`src/hw/adr_cfg.svh`:
```
// Timing and geometry constants of the refresh controller.
`ifndef ADR_CFG_SVH
`define ADR_CFG_SVH

// ****************************************************************************
// Clock, pin and counter widths
// ****************************************************************************
`define ADR_CLK_NS          100
`define ADR_ADDR_W          12
`define ADR_DQ_W            16
`define ADR_CNT_W           3
`define ADR_DEBT_W          13

// ****************************************************************************
// Refresh geometry and times, in their own units
// ****************************************************************************
`define ADR_ROWS            1024
`define ADR_REFRESH_NS      15600
`define ADR_ROW_CYCLE_NS    130
`define ADR_PRECHARGE_NS    50
`define ADR_COL_CYC         5

// ****************************************************************************
// Derived cycle counts: least times round up, the longest interval rounds down
// ****************************************************************************
`define ADR_INTERVAL_CYC    (`ADR_REFRESH_NS / `ADR_CLK_NS)
`define ADR_RC_CYC          ((`ADR_ROW_CYCLE_NS + `ADR_CLK_NS - 1) / `ADR_CLK_NS)
`define ADR_PRE_CYC         ((`ADR_PRECHARGE_NS + `ADR_CLK_NS - 1) / `ADR_CLK_NS)

`endif

```
`src/hw/adr_pkg.sv`:
```
// Types shared by the refresh controller, the DRAM model and the testbench.
`include "adr_cfg.svh"

package adr_pkg;

    // ************************************************************************
    // Modes and states
    // ************************************************************************
    typedef enum logic [1:0] {RF_ROW_ONLY, RF_COLUMN_FIRST, RF_HIDDEN} adr_rf_mode_e;

    typedef enum logic [3:0] {
        ST_IDLE, ST_ACT, ST_COL, ST_PRE, ST_RO_ADDR, ST_RO_LOW,
        ST_CBR_SET, ST_CBR_LOW, ST_CBR_GAP, ST_RF_PRE
    } adr_state_e;

    // ************************************************************************
    // Pin group and user request
    // ************************************************************************
    typedef struct packed {
        logic                   ras_n;
        logic                   cas_n;
        logic                   we_n;
        logic [`ADR_ADDR_W-1:0] addr;
        logic [`ADR_DQ_W-1:0]   dq_o;
        logic                   dq_oe_n;
    } adr_pins_s;

    typedef struct packed {
        logic                   write;
        logic [`ADR_ADDR_W-1:0] row;
        logic [`ADR_ADDR_W-1:0] col;
        logic [`ADR_DQ_W-1:0]   wdata;
    } adr_req_s;

endpackage

```
`src/hw/adr_refresh_ctrl.sv`:
```
// Strobe driving controller for an asynchronous DRAM with refresh scheduling.
//
// How it works
// - A refresh falls due once every 15.6 us in distributed scheduling.
// - Burst scheduling runs refreshes back to back until all rows are done.
// - No access is started while a refresh or burst is in progress.
// - A burst holds one refresh per row, each lasting a full row cycle.
// - A due refresh waits for the current access, then stalls new requests.
// - Reads and writes run freely whenever no refresh is pending.
// - Row-only refresh places the row address, then lowers the row strobe.
// - Row-only refresh counts rows itself, covering every row each period.
// - Column-first refresh lowers the column strobe before the row strobe.
// - The write strobe is high when the row strobe falls in column-first.
// - Column strobe stays low before and after the row strobe falls.
// - Consecutive column-first refreshes in a burst keep column low and toggle row only.
// - Row-only addresses use bits 0..10 or 0..11 by variant; with ROWS at 1024 the row counter only reaches bits 0..9.
// - Hidden refresh keeps column low, raises row for precharge, then lowers.
// - Read plus hidden refresh takes two row cycles; column-first is preferred.
`timescale 1ns/1ns
`include "adr_cfg.svh"

module adr_refresh_ctrl #(
    parameter int ROWS     = `ADR_ROWS,
    parameter int INTERVAL = `ADR_INTERVAL_CYC
) (
    input  wire logic                 clk,
    input  wire logic                 reset_n,
    input  wire adr_pkg::adr_req_s    req,
    input  wire logic                 req_valid,
    output logic                      req_ready,
    output logic [`ADR_DQ_W-1:0]      rd_data,
    output logic                      rd_valid,
    input  wire adr_pkg::adr_rf_mode_e rf_mode,
    input  wire logic                 burst_mode,
    output logic                      rf_busy,
    output adr_pkg::adr_pins_s        pins,
    input  wire logic [`ADR_DQ_W-1:0] dq_i
);

    // ************************************************************************
    // State
    // ************************************************************************
    typedef struct packed {
        adr_pkg::adr_state_e      st;
        logic [`ADR_CNT_W-1:0]    cnt;
        logic [`ADR_DEBT_W-1:0]   debt;
        logic [`ADR_ADDR_W-1:0]   rrow;
        logic                     burst;
        logic                     rf_done;
        adr_pkg::adr_req_s        cur;
        adr_pkg::adr_pins_s       pins;
        logic [`ADR_DQ_W-1:0]     rdata;
        logic                     rvalid;
        logic [`ADR_DQ_W-1:0]     s1;
        logic [`ADR_DQ_W-1:0]     s2;
        logic [`ADR_DQ_W-1:0]     s3;
        logic [`ADR_DQ_W-1:0]     dq_st;
    } adr_ctrl_s;

    adr_ctrl_s q_r;
    adr_ctrl_s q_nxt;
    logic      tick;
    logic      start_rf;
    logic      in_rf;

    localparam logic [`ADR_CNT_W-1:0] RC_M1  = `ADR_CNT_W'(`ADR_RC_CYC - 1);
    localparam logic [`ADR_CNT_W-1:0] PRE_M1 = `ADR_CNT_W'(`ADR_PRE_CYC - 1);
    localparam logic [`ADR_CNT_W-1:0] COL_M1 = `ADR_CNT_W'(`ADR_COL_CYC - 1);

    // ************************************************************************
    // Interval timer
    // ************************************************************************
    adr_tick #(
        .INTERVAL (INTERVAL)
    ) u_tick (
        .clk     (clk),
        .reset_n (reset_n),
        .tick    (tick)
    );

    // A burst starts only once a full period of debt has built up.
    assign start_rf = burst_mode ? (q_r.debt >= `ADR_DEBT_W'(ROWS)) : (q_r.debt != '0);
    assign in_rf    = (q_r.st == adr_pkg::ST_RO_ADDR) || (q_r.st == adr_pkg::ST_RO_LOW) ||
                      (q_r.st == adr_pkg::ST_CBR_SET) || (q_r.st == adr_pkg::ST_CBR_LOW) ||
                      (q_r.st == adr_pkg::ST_CBR_GAP) || (q_r.st == adr_pkg::ST_RF_PRE);

    // ************************************************************************
    // Next state
    // ************************************************************************
    always_comb begin
        q_nxt         = q_r;
        q_nxt.rvalid  = 1'b0;
        q_nxt.rf_done = 1'b0;
        // Data pins pass three flops; a change counts once stages two and three agree.
        q_nxt.s1      = dq_i;
        q_nxt.s2      = q_r.s1;
        q_nxt.s3      = q_r.s2;
        if (q_r.s2 == q_r.s3) begin
            q_nxt.dq_st = q_r.s3;
        end
        // Debt rises on each tick until it saturates at all ones and falls on each finished refresh; when both coincide it holds.
        if (tick && !q_r.rf_done && (q_r.debt != '1)) begin
            q_nxt.debt = q_r.debt + `ADR_DEBT_W'(1);
        end else if (!tick && q_r.rf_done) begin
            q_nxt.debt = q_r.debt - `ADR_DEBT_W'(1);
        end
        case (q_r.st)
            adr_pkg::ST_IDLE: begin
                q_nxt.pins = '{ras_n: 1'b1, cas_n: 1'b1, we_n: 1'b1, addr: q_r.pins.addr,
                               dq_o: q_r.pins.dq_o, dq_oe_n: 1'b1};
                // Refresh wins over a waiting request; the request is simply held off.
                if (start_rf) begin
                    q_nxt.burst = burst_mode;
                    if (rf_mode == adr_pkg::RF_ROW_ONLY) begin
                        q_nxt.st        = adr_pkg::ST_RO_ADDR;
                        q_nxt.pins.addr = q_r.rrow;
                    end else begin
                        q_nxt.st         = adr_pkg::ST_CBR_SET;
                        q_nxt.pins.cas_n = 1'b0;
                    end
                end else if (req_valid) begin
                    q_nxt.cur        = req;
                    q_nxt.st         = adr_pkg::ST_ACT;
                    q_nxt.pins.addr  = req.row;
                    q_nxt.pins.ras_n = 1'b0;
                end
            end
            adr_pkg::ST_ACT: begin
                q_nxt.st           = adr_pkg::ST_COL;
                q_nxt.cnt          = COL_M1;
                q_nxt.pins.addr    = q_r.cur.col;
                q_nxt.pins.cas_n   = 1'b0;
                q_nxt.pins.we_n    = !q_r.cur.write;
                q_nxt.pins.dq_o    = q_r.cur.wdata;
                q_nxt.pins.dq_oe_n = !q_r.cur.write;
            end
            adr_pkg::ST_COL: begin
                if (q_r.cnt != '0) begin
                    q_nxt.cnt = q_r.cnt - `ADR_CNT_W'(1);
                end else begin
                    if (!q_r.cur.write) begin
                        q_nxt.rdata  = q_r.dq_st;
                        q_nxt.rvalid = 1'b1;
                    end
                    q_nxt.pins.dq_oe_n = 1'b1;
                    q_nxt.pins.we_n    = 1'b1;
                    q_nxt.pins.ras_n   = 1'b1;
                    q_nxt.cnt          = PRE_M1;
                    // Hidden refresh: column stays low so the memory keeps driving data.
                    if ((rf_mode == adr_pkg::RF_HIDDEN) && (q_r.debt != '0)) begin
                        q_nxt.st    = adr_pkg::ST_CBR_GAP;
                        q_nxt.burst = 1'b0;
                    end else begin
                        q_nxt.st         = adr_pkg::ST_PRE;
                        q_nxt.pins.cas_n = 1'b1;
                    end
                end
            end
            adr_pkg::ST_PRE: begin
                if (q_r.cnt != '0) begin
                    q_nxt.cnt = q_r.cnt - `ADR_CNT_W'(1);
                end else begin
                    q_nxt.st = adr_pkg::ST_IDLE;
                end
            end
            adr_pkg::ST_RO_ADDR: begin
                q_nxt.st         = adr_pkg::ST_RO_LOW;
                q_nxt.pins.ras_n = 1'b0;
                q_nxt.cnt        = RC_M1;
            end
            adr_pkg::ST_RO_LOW: begin
                if (q_r.cnt != '0) begin
                    q_nxt.cnt = q_r.cnt - `ADR_CNT_W'(1);
                end else begin
                    q_nxt.rf_done    = 1'b1;
                    q_nxt.rrow       = (q_r.rrow == `ADR_ADDR_W'(ROWS - 1)) ? '0 :
                                       q_r.rrow + `ADR_ADDR_W'(1);
                    q_nxt.pins.ras_n = 1'b1;
                    q_nxt.st         = adr_pkg::ST_RF_PRE;
                    q_nxt.cnt        = PRE_M1;
                end
            end
            adr_pkg::ST_CBR_SET: begin
                q_nxt.st         = adr_pkg::ST_CBR_LOW;
                q_nxt.pins.ras_n = 1'b0;
                q_nxt.cnt        = RC_M1;
            end
            adr_pkg::ST_CBR_LOW: begin
                if (q_r.cnt != '0) begin
                    q_nxt.cnt = q_r.cnt - `ADR_CNT_W'(1);
                end else begin
                    q_nxt.rf_done    = 1'b1;
                    q_nxt.pins.ras_n = 1'b1;
                    q_nxt.cnt        = PRE_M1;
                    // Back to back refreshes keep column low and toggle only the row strobe.
                    if (q_r.burst && (q_r.debt > `ADR_DEBT_W'(1))) begin
                        q_nxt.st = adr_pkg::ST_CBR_GAP;
                    end else begin
                        q_nxt.st         = adr_pkg::ST_RF_PRE;
                        q_nxt.pins.cas_n = 1'b1;
                    end
                end
            end
            adr_pkg::ST_CBR_GAP: begin
                if (q_r.cnt != '0) begin
                    q_nxt.cnt = q_r.cnt - `ADR_CNT_W'(1);
                end else begin
                    q_nxt.st         = adr_pkg::ST_CBR_LOW;
                    q_nxt.pins.ras_n = 1'b0;
                    q_nxt.cnt        = RC_M1;
                end
            end
            adr_pkg::ST_RF_PRE: begin
                // The refresh that just ended leaves the debt only at this edge, so judge by the next value.
                if (q_r.cnt != '0) begin
                    q_nxt.cnt = q_r.cnt - `ADR_CNT_W'(1);
                end else if (q_r.burst && (q_nxt.debt != '0)) begin
                    if (rf_mode == adr_pkg::RF_ROW_ONLY) begin
                        q_nxt.st        = adr_pkg::ST_RO_ADDR;
                        q_nxt.pins.addr = q_r.rrow;
                    end else begin
                        q_nxt.st         = adr_pkg::ST_CBR_SET;
                        q_nxt.pins.cas_n = 1'b0;
                    end
                end else begin
                    q_nxt.st = adr_pkg::ST_IDLE;
                end
            end
            default: begin
                q_nxt.st = adr_pkg::ST_IDLE;
            end
        endcase
    end

    // ************************************************************************
    // State register
    // ************************************************************************
    always_ff @(posedge clk) begin
        if (!reset_n) begin
            q_r              <= '0;
            q_r.pins.ras_n   <= 1'b1;
            q_r.pins.cas_n   <= 1'b1;
            q_r.pins.we_n    <= 1'b1;
            q_r.pins.dq_oe_n <= 1'b1;
        end else begin
            q_r <= q_nxt;
        end
    end

    // Requests are refused in refresh and whenever a refresh is due.
    assign req_ready = (q_r.st == adr_pkg::ST_IDLE) && !start_rf;
    assign rd_data   = q_r.rdata;
    assign rd_valid  = q_r.rvalid;
    assign rf_busy   = in_rf;
    assign pins      = q_r.pins;

    localparam int PRE_I = `ADR_PRE_CYC;
endmodule // adr_refresh_ctrl

```
`src/hw/adr_tick.sv`:
```
// Free running interval timer that pulses once per refresh interval.
`timescale 1ns/1ns
`include "adr_cfg.svh"

module adr_tick #(
    parameter int INTERVAL = `ADR_INTERVAL_CYC
) (
    input  wire logic clk,
    input  wire logic reset_n,
    output logic      tick
);

    typedef struct packed {
        logic [15:0] cnt;
        logic        tick;
    } adr_tick_s;

    adr_tick_s q_r;
    adr_tick_s q_nxt;

    // Count down and pulse on wrap; interval never exceeds the required rate.
    always_comb begin
        q_nxt      = q_r;
        q_nxt.tick = 1'b0;
        if (q_r.cnt == 16'h0000) begin
            q_nxt.cnt  = 16'(INTERVAL - 1);
            q_nxt.tick = 1'b1;
        end else begin
            q_nxt.cnt = q_r.cnt - 16'h0001;
        end
    end

    // State register.
    always_ff @(posedge clk) begin
        if (!reset_n) begin
            q_r <= '0;
        end else begin
            q_r <= q_nxt;
        end
    end

    assign tick = q_r.tick;

    localparam int IV = INTERVAL;
endmodule // adr_tick

```
`config.mk`:
```
export PLATFORM = sky130hd
export DESIGN_NAME = adr_refresh_ctrl
export DESIGN_NICKNAME = d
export VERILOG_FILES = /design/src/hw/adr_pkg.sv /design/src/hw/adr_refresh_ctrl.sv /design/src/hw/adr_tick.sv
export VERILOG_INCLUDE_DIRS = /design/src /design/src/hw
export SDC_FILE = /design/constraint.sdc
export NUM_CORES = 1
export LEC_CHECK = 0
export BUFFER_PORTS_ARGS = -buffer_cell sky130_fd_sc_hd__buf_2
export CORE_MARGIN = 2
export CORE_UTILIZATION = 40
export CTS_CLUSTER_SIZE = 40
export DETAILED_ROUTE_END_ITERATION = 10
export PLACE_DENSITY = 0.57
export SETUP_SLACK_MARGIN = 0.05
export SLEW_MARGIN = 20
export SYNTH_ARGS = -nofsm -noshare
export SYNTH_HDL_FRONTEND = slang
export SYNTH_SLANG_ARGS = --single-unit
```
`constraint.sdc`:
```
create_clock -name clk -period 7.6 [get_ports clk]
set_input_delay 1.9 -clock clk [delete_from_list [all_inputs] [get_ports clk]]
set_output_delay 1.9 -clock clk [all_outputs]
set_load 0.05 [all_outputs]
```
---- Yosys cells after proc, flatten, opt, wreduce, memory -nomap -nowiden ----
Cells that the tools add are included.
storage, ports and cells
  bits of input ports ..................... 63
  bits in registers ....................... 193
  logic and storage cells ................. 161
operators by class
  bitwise operators ....................... 5
  $lt $le $gt $ge ......................... 2
  multiplexer cells ....................... 53
  add/subtract/negate cells ............... 5
  reductions and logical operators ........ 45
  equal/unequal tests ..................... 27
operator list
  kind                   count
  $mux 12                6
  $mux 4                 10
  $pmux 4 s10            1
  $pmux 12 s3            1
  $mux 13                2
  $reduce_bool 13->1     2
  $ne 2x2->1 const B     11
  $mux 1                 18
  $mux 18                1
  $mux 17                1
  $eq 16x16->1           1
  $eq 4x3->1 const B     4
  $logic_not 16->1       1
  $sub 16x1->16 const B  1
  $pmux 3 s5             1
  $add 13x1->13 const B  1
  $ge 13x11->1 const B   1
  $gt 13x1->1 const B    1
  $ne 13x13->1 const B   1
  $sub 13x1->13 const B  1
  $add 12x1->12 const B  1
  $eq 12x10->1 const B   1
  $mux 3                 4
  $reduce_bool 5->1      2
  30 further kinds       63

---- Longest topological paths before layout ----
Gate-level depths: netlist (run 1).
  word-level depth ........................ 9
  depth in mapped cells ................... 12
  mapped depth without buffers ............ 10

---- Cells and area by module ----
From an unflattened synthesis (run 1), not the netlist that was laid out.
second synthesis, totals
  cells, all modules ...................... 1,025
  area, all modules ....................... 8,878.5 µm²
by module, submodules not included
  module            times used  cells an instance  area an instance (µm²)  seq. area each (µm²)
  adr_refresh_ctrl  1           949                8,146.6                 3,523.4
  adr_tick          1           76                 732.0                   340.3

---- Worst setup path after synthesis (run 1) ----
Ideal clock, no wire load.
  kind .................................... input to output
  start ................................... input port burst_mode
  end ..................................... output port req_ready
  cell stages on the path ................. 3
  setup slack ............................. 2.843 ns
  data arrival time ....................... 2.857 ns
  path buffers ............................ 0
  data required time ...................... 5.700 ns
  path through ............................ and2_1 > a31oi_1 > nor2_1
on the way
  longest elaborated chain between the ends .. 3
ends and longest elaborated chain
  item               line                     text
  from (decl)        adr_refresh_ctrl.sv:34   input wire logic burst_mode,
  $mux 1             adr_refresh_ctrl.sv:82   assign start_rf = burst_mode ? (q_r.debt >= `ADR_DEBT_W'(ROWS)) : (q_r.debt != '0);
  $logic_not 1->1    adr_refresh_ctrl.sv:251  assign req_ready = (q_r.st == adr_pkg::ST_IDLE) && !start_rf;
  $logic_and 1x1->1  adr_refresh_ctrl.sv:251
  to (decl)          adr_refresh_ctrl.sv:30   output logic req_ready,
Every way passes these cells.

---- Final worst setup path (run 1) ----
Same ends and word-level chain as after synthesis.

==> flow_summary.json, run 1 <==
{
  "tightest_slew_ns": 1.11,
  "drive_gt1_frac": 0.163,
  "fp.dieH_um": 151,
  "rr_endpoint": "pins[26]",
  "synth-async-reset-ratio": 0,
  "r2r_cells": 8,
  "hpwl_mm": 13.0,
  "arrival_ns": 3.02,
  "rsz0062_at_grt": "no",
  "ys_ff_latch": 193,
  "pwr-share-seq": 0.406,
  "crit_start": "burst_mode",
  "grt_pass1_wl_mm": 31.4,
  "synthTopCellsByArea": "dfxtp_1 (44%), nand2_1 (7.7%), a21oi_1 (5.2%), mux2i_1 (4.8%), buf_4 (4.2%)",
  "fin_crit_ns": 4.92,
  "holdWs_ns": 0.435,
  "maxSlewViolCount": 0,
  "wl_per_cell_um": 14.2,
  "synth_edf_count": 0,
  "num_antenna_cells": 0,
  "dieArea_mm2": 0.0229,
  "p_sw_uw": 1170,
  "hold-path-endpoint": "q_nxt[22]",
  "setup_viol": 0,
  "register_area_mm2": 0.00386,
  "cts_root_buffer": "clkbuf_16",
  "dieWidth_um": 151,
  "antenna_found_initial": 0,
  "clkLatencyLatePin_ns": 0.43,
  "hold_buffers": 0,
  "synthFlopType": "dfxtp_1",
  "cts_max_path_buffers": 2,
  "worstHoldStart": "q_nxt[38]",
  "fmax_mhz": 203,
  "grt_pass1_vias": 6314,
  "multi_input_area_mm2": 0.00414,
  "portBuffers": 113,
  "dr.first_iter.drc_count": 363,
  "initial_core_util": 0.411,
  "p_leak_uw": 0.00401,
  "status": "complete, no violations",
  "peakVddDrop_mv": 0.218,
  "final_nets": 1125,
  "avgSynthCellArea_um2": 8.44,
  "final.period_utilization": 0.647,
  "fin_tns_setup_ns": 0,
  "reg2reg_slack_ns": 4.09,
  "start_kind": "input pin",
  "wl_mm": 19.1,
  "clk_pin_slew_ns": 0.07,
  "synth_warnings": 0,
  "cts_tree": "done",
  "syn_to_final_growth_pct": 10.9,
  "drt_first_pass_iters": 5,
  "hold_viol_final": 0,
  "min_path_cells": 1,
  "avgViaCountPerCell": 5.06,
  "route.detailed.drc": 0,
  "synth.top_cell.area_share": 0.445,
  "cts.htree.levels": 4,
  "grt_max_degree": 86,
  "syn-cell-area_mm2": 0.00869,
  "worst_ep_required_time_ns": 5.70,
  "combPwrFrac": 0.301,
  "skew_ns": 0.0141,
  "coreArea_mm2": 0.0212,
  "cts.sinks": 193,
  "power_density_mw_per_mm2": 321,
  "power.share.clock": 0.293,
  "synth_cell_type_count": 70,
  "worst_slack_ns": 2.68,
  "r2r_start": "q_r[171]",
  "ctsResizeCount": 0,
  "pin_count": 114,
  "relSlewSlack": 0.258,
  "dp_cells": 1311,
  "synth_fp_nets": 1100,
  "rows": 53,
  "crit_path_end_kind": "output pin",
  "postCtsSetupBuffers": 0,
  "globalplace.congestion": 0.879,
  "final_cells": 1343,
  "pre_cts_slack_ns": 2.67,
  "p_int_uw": 1920,
  "p_sw_frac": 0.379,
  "cp_max_fo": 6,
  "hp-class": "flop to flop",
  "yosys.area.top_type": "dfxtp_1",
  "syn_inst": 1030,
  "grt_overflow": 0,
  "n_fill_cell": 2127,
  "yosysSeqAreaShare": 0.445,
  "ant_nets": 0,
  "drv_cap": 0,
  "setup.worst_path.class": "input pin to output pin",
  "routed-via-count": 6798,
  "numCtsBuffers": 17,
  "grt.total_usage": 0.171
}
registers in the layout, indices dropped and copies added (netlist names):
register / count
u_tick.tick: 1
rd_data: 16
q_r: 95
u_tick.q_r: 16
q_nxt: 32
pins: 32
rd_valid: 1
cells by family after synthesis:
family | share of synthesized area
AOI/OAI and AO/OA | 0.135
xor gates and xnor gates | 0.0494
adders and majority gates | 0.0101
buffers and inverters | 0.0803
DFF | 0.445
muxes | 0.0484
and+or+nand+nor | 0.232
Yosys cell counts (all sizes together) (3+ instances only):
master and count:
a2111oi 4, a211oi 7, a21oi 90, a22oi 14, a31oi 7, and2 53
and3 7, and4 3, buf 69, clkbuf 45, dfxtp 193, ha 7
inv 14, mux2i 42, nand2 178, nand2b 4, nand3 15, nand3b 5
nand4 8, nor2 82, nor2b 5, nor3 25, nor4 11, o21ai 36
o221ai 3, o22ai 3, or3 9, or4 6, xnor2 20, xor2 29
power groups by stage:
| stage | Sequential [uW] | Combinational [uW] | Clock (uW) |
|---|---|---|---|
| 2_1_floorplan | 1220 | 833 | 0 |
| 3_3_place_gp | 1270 | 934 | 0 |
| 3_5_place_dp | 1280 | 938 | 0 |
| 4_1_cts | 1250 | 942 | 936 |
| 5_1_grt | 1270 | 1040 | 973 |
| 6_report | 1250 | 929 | 906 |
per-stage QoR:
step | power, uW | util | cell area (um^2)
after global routing | 3280 | 0.455 | 9640
final | 3090 | 0.455 | 9640
after CTS | 3130 | 0.455 | 9630
after detailed placement | 2210 | 0.426 | 9020
after global placement | 2210 | 0.426 | 9020
after floorplan | 2050 | - | 8690
critical path: stages:
cell,delay (ns)
buf_2,0.12
and2_1,0.14
a31oi_1,0.46
nor2_1,0.14
buf_2,0.25
cell usage in the layout (no fill, tap or decap), drive strengths merged, types with 15 or more instances in the layout:
cell type  instances
nand3             15
nor2              82
nor3              25
nand2            178
xor2              29
a21oi             90
and2              53
xnor2             20
o21ai             36
mux2i             42
dfxtp            193
clkbuf            17
buf              120
inv               20
layer usage:
metal  up-vias  GRT usage  wire, um
li1       3505          -         -
met1      3123      0.234      8960
met2       155      0.275      9110
met3        15     0.0370       867
met4         0     0.0439       176
met5         -          0         0
worst max path at each step:
stage	to	slack, ns	depth (start not counted)
after floorplan	req_ready	2.84	3
after global placement	req_ready	2.71	5
after detailed placement	req_ready	2.67	5
after CTS	req_ready	2.68	5
after global routing	req_ready	2.59	5
final	req_ready	2.68	5
cell type report:
type                       count  share of cell area
clock buffer                  17              0.0442
clock inverter                15              0.0193
inverter                      14             0.00558
multi-input combinational    709               0.430
sequential                   193               0.401
tap                          275              0.0357
timing repair buffer         120              0.0641
Power figures use the tool's default switching activity.
==> run 2, diff against run 1 <==
--- a/config.mk
+++ b/config.mk
@@ -6,12 +6,13 @@
 export SDC_FILE = /design/constraint.sdc
 export NUM_CORES = 1
 export LEC_CHECK = 0
+export ABC_AREA = 1
 export BUFFER_PORTS_ARGS = -buffer_cell sky130_fd_sc_hd__buf_2
 export CORE_MARGIN = 2
 export CORE_UTILIZATION = 40
 export CTS_CLUSTER_SIZE = 40
 export DETAILED_ROUTE_END_ITERATION = 10
-export PLACE_DENSITY = 0.57
+export PLACE_DENSITY = 0.59
 export SETUP_SLACK_MARGIN = 0.05
 export SLEW_MARGIN = 20
 export SYNTH_ARGS = -nofsm -noshare
==> constraint.sdc (replaced) <==
create_clock -name clk -period 4.1 [get_ports clk]
set_input_delay 1.025 -clock clk [delete_from_list [all_inputs] [get_ports clk]]
set_output_delay 1.025 -clock clk [all_outputs]
set_load 0.05 [all_outputs]
==> run 2 against run 1 <==
Compared with the run above: clock skew is 0.00059 ns higher; sequential share of layout area is 1.4 points lower; first-iteration DRC count is 8.5% higher; combinational power grew to 3.0 times the previous value; core utilization is 0.096 points lower; worst setup slack worse by 2.3 ns; global-route usage is 2.0 points higher; critical path depth is 6 higher; worst hold slack worse by 0.029 ns; die area is 3.6% higher; largest cell class unchanged.
==> flow_summary.json, run 2 <==
{
  "p_int_uw": 3910,
  "avgSynthCellArea_um2": 7.12,
  "largest_register": "q_r",
  "worst_ep_required_time_ns": 3.07,
  "fp.dieH_um": 154,
  "clk_pin_slew_ns": 0.08,
  "crit_path_end_kind": "output pin",
  "pwr-share-seq": 0.363,
  "route.detailed.drc": 0,
  "fin_crit_ns": 3.73,
  "hpwl_mm": 15.6,
  "rsz0062_at_grt": "no",
  "gr-usage-met3": 0.0482,
  "rows": 54,
  "start_kind": "flop",
  "clkLatencyLatePin_ns": 0.44,
  "tightest_slew_ns": 0.903,
  "grt-busiest-layer": "met2",
  "p_sw_frac": 0.440,
  "r2r_cells": 13,
  "reg2reg_slack_ns": 0.98,
  "grt_max_degree": 105,
  "wl_per_cell_um": 13.8,
  "skew_ns": 0.0147,
  "max_stage_delay_ns": 0.36,
  "pin_count": 114,
  "final_common_cell": "nand2_1",
  "crit_chain": "inv_1 > ha_1 > inv_1 > nor2_1 > nand2_1 > nor2_1 > nand2_1 > nand2_2 > nand2_1 > inv_1 > buf_2",
  "synth_cell_type_count": 43,
  "hp-class": "flop to flop",
  "yosysMostFrequentCell": "nand2_1",
  "maxSlewViolCount": 0,
  "synth-async-reset-ratio": 0,
  "dieArea_mm2": 0.0238,
  "coreArea_mm2": 0.0220,
  "drt_first_pass_iters": 5,
  "grt_overflow": 0,
  "cts_root_buffer": "clkbuf_16",
  "relSlewSlack": 0.396,
  "worstHoldStart": "q_nxt[44]",
  "portBuffers": 113,
  "crit_buf_inv": 4,
  "wl_mm": 22.1,
  "drv_cap": 0,
  "initial_core_util": 0.410,
  "synth.top_cell.area_share": 0.429,
  "p_sw_uw": 3080,
  "dr.first_iter.drc_count": 394,
  "cts_max_path_buffers": 2,
  "combPwrFrac": 0.399,
  "crit_path_top_delay_cell": "dfxtp_1",
  "routed-via-count": 7721,
  "synth_edf_count": 0,
  "status": "complete, no violations",
  "hold-path-endpoint": "q_nxt[28]",
  "cts.htree.levels": 4,
  "synthTopCellsByArea": "dfxtp_1 (43%), nand2_1 (9.5%), nor2_1 (7.0%), inv_1 (6.8%), o21ai_0 (6.6%)",
  "drive_gt1_frac": 0.145,
  "numCtsBuffers": 17,
  "syn_inst": 1266,
  "synth_fp_nets": 1336,
  "ctsResizeCount": 0,
  "peakVddDrop_mv": 0.310,
  "holdWs_ns": 0.406,
  "ys_ff_latch": 193,
  "avgViaCountPerCell": 4.81,
  "ant_nets": 0,
  "grt_pass1_vias": 7177,
  "power.share.clock": 0.238,
  "yosysSeqAreaShare": 0.429,
  "power_density_mw_per_mm2": 700,
  "synth_warnings": 0,
  "synthFlopType": "dfxtp_1",
  "p_leak_uw": 0.00486,
  "hold_viol_final": 0,
  "antenna_found_initial": 5,
  "final_nets": 1377,
  "yosys.area.top_type": "dfxtp_1",
  "fin_tns_setup_ns": 0,
  "synthTopCellsByCount": "nand2_1 (228), dfxtp_1 (193), nor2_1 (168)",
  "dieWidth_um": 154,
  "rr_endpoint": "q_r[139]",
  "n_fill_cell": 2285,
  "arrival_ns": 2.70,
  "grt_pass1_wl_mm": 36.4,
  "cts_tree": "done",
  "gr-usage-met2": 0.303,
  "mostFrequentLayoutCells": "nand2_1 (227), dfxtp_1 (193), nor2_1 (167)",
  "met1_usage": 0.255,
  "setup.worst_path.class": "flop to output pin",
  "setup_viol": 0,
  "min_path_cells": 2,
  "r2r_start": "q_r[168]",
  "cts.sinks": 193,
  "cp_max_fo": 26,
  "postCtsSetupBuffers": 0,
  "hold_buffers": 0,
  "largest_reg_flops": 95,
  "critical_path.top_delay_family": "simple AND/OR/NAND/NOR gates",
  "fmax_mhz": 268,
  "syn-cell-area_mm2": 0.00901,
  "globalplace.congestion": 0.904,
  "power_uw": 6980,
  "grt.total_usage": 0.191,
  "syn_to_final_growth_pct": 10.7,
  "final.period_utilization": 0.909
}
run 2: stage by stage:
stage	instance area [um^2]	utilization	setup slack (ns)	std cells
after global placement	9380	0.427	0.881	1568
after detailed placement	9380	0.427	0.812	1568
final	9980	0.455	0.374	1604
after global routing	9980	0.454	0.119	1602
after CTS	9960	0.454	0.328	1600
after floorplan	9010	-	1.42	1266
run 2: area by class of cell:
cell class	instances	area (um^2)	area share
repair buffers	119	626	0.0627
diodes	4	10.0	0.00100
inverters	172	646	0.0647
well taps	280	350	0.0351
clock buffers	18	429	0.0430
multi-input cells	804	3900	0.391
clock inverters	14	158	0.0158
flip-flops and latches	193	3860	0.387
run 2: worst reg2reg max path, cell delays in order (launching register included):
cell,delay (ns)
dfxtp_1,0.36
inv_1,0.17
ha_1,0.26
inv_1,0.11
nor2_1,0.15
nand2_1,0.06
nor2_1,0.15
nand2_1,0.09
nand2_2,0.35
nand2_1,0.19
inv_1,0.12
nand2_2,0.49
o21ai_0,0.43
a21oi_1,0.06
run 2: how the worst max path moves through the flow:
stage,startpoint,end,cells after the start
6_report,q_r[168],req_ready,11
4_1_cts,q_r[168],req_ready,11
3_3_place_gp,burst_mode,req_ready,6
5_1_grt,q_r[168],req_ready,11
3_5_place_dp,q_r[168],req_ready,11
2_1_floorplan,q_r[168],req_ready,10
run 2: metal layers:
metal  part of all wire  vias up  routed length, um
li1                   -     4066                  -
met5            0.00082        -                 18
met4              0.020        4                449
met1               0.49     3473              10700
met2               0.44      150               9760
met3              0.049       28               1090
run 2: kinds of logic (layout without fill, tap and decap cells):
group	after synthesis	after routing	synth area share
fa+ha+maj	7	7	0.00972
compound gates	255	255	0.149
mux	1	1	0.00111
xor+xnor	27	27	0.0262
buf+inv	269	323	0.141
other cells	0	4	0
flops	193	193	0.429
simple gates	514	514	0.245
run 2: power by group through the flow:
stage               logic, uW  clock network [uW]  registers (uW)
global route             3130                1780            2580
detailed placement       2790                   0            2570
global placement         2760                   0            2570
CTS                      2800                1710            2530
finish                   2790                1660            2530
floorplan                2450                   0            2500
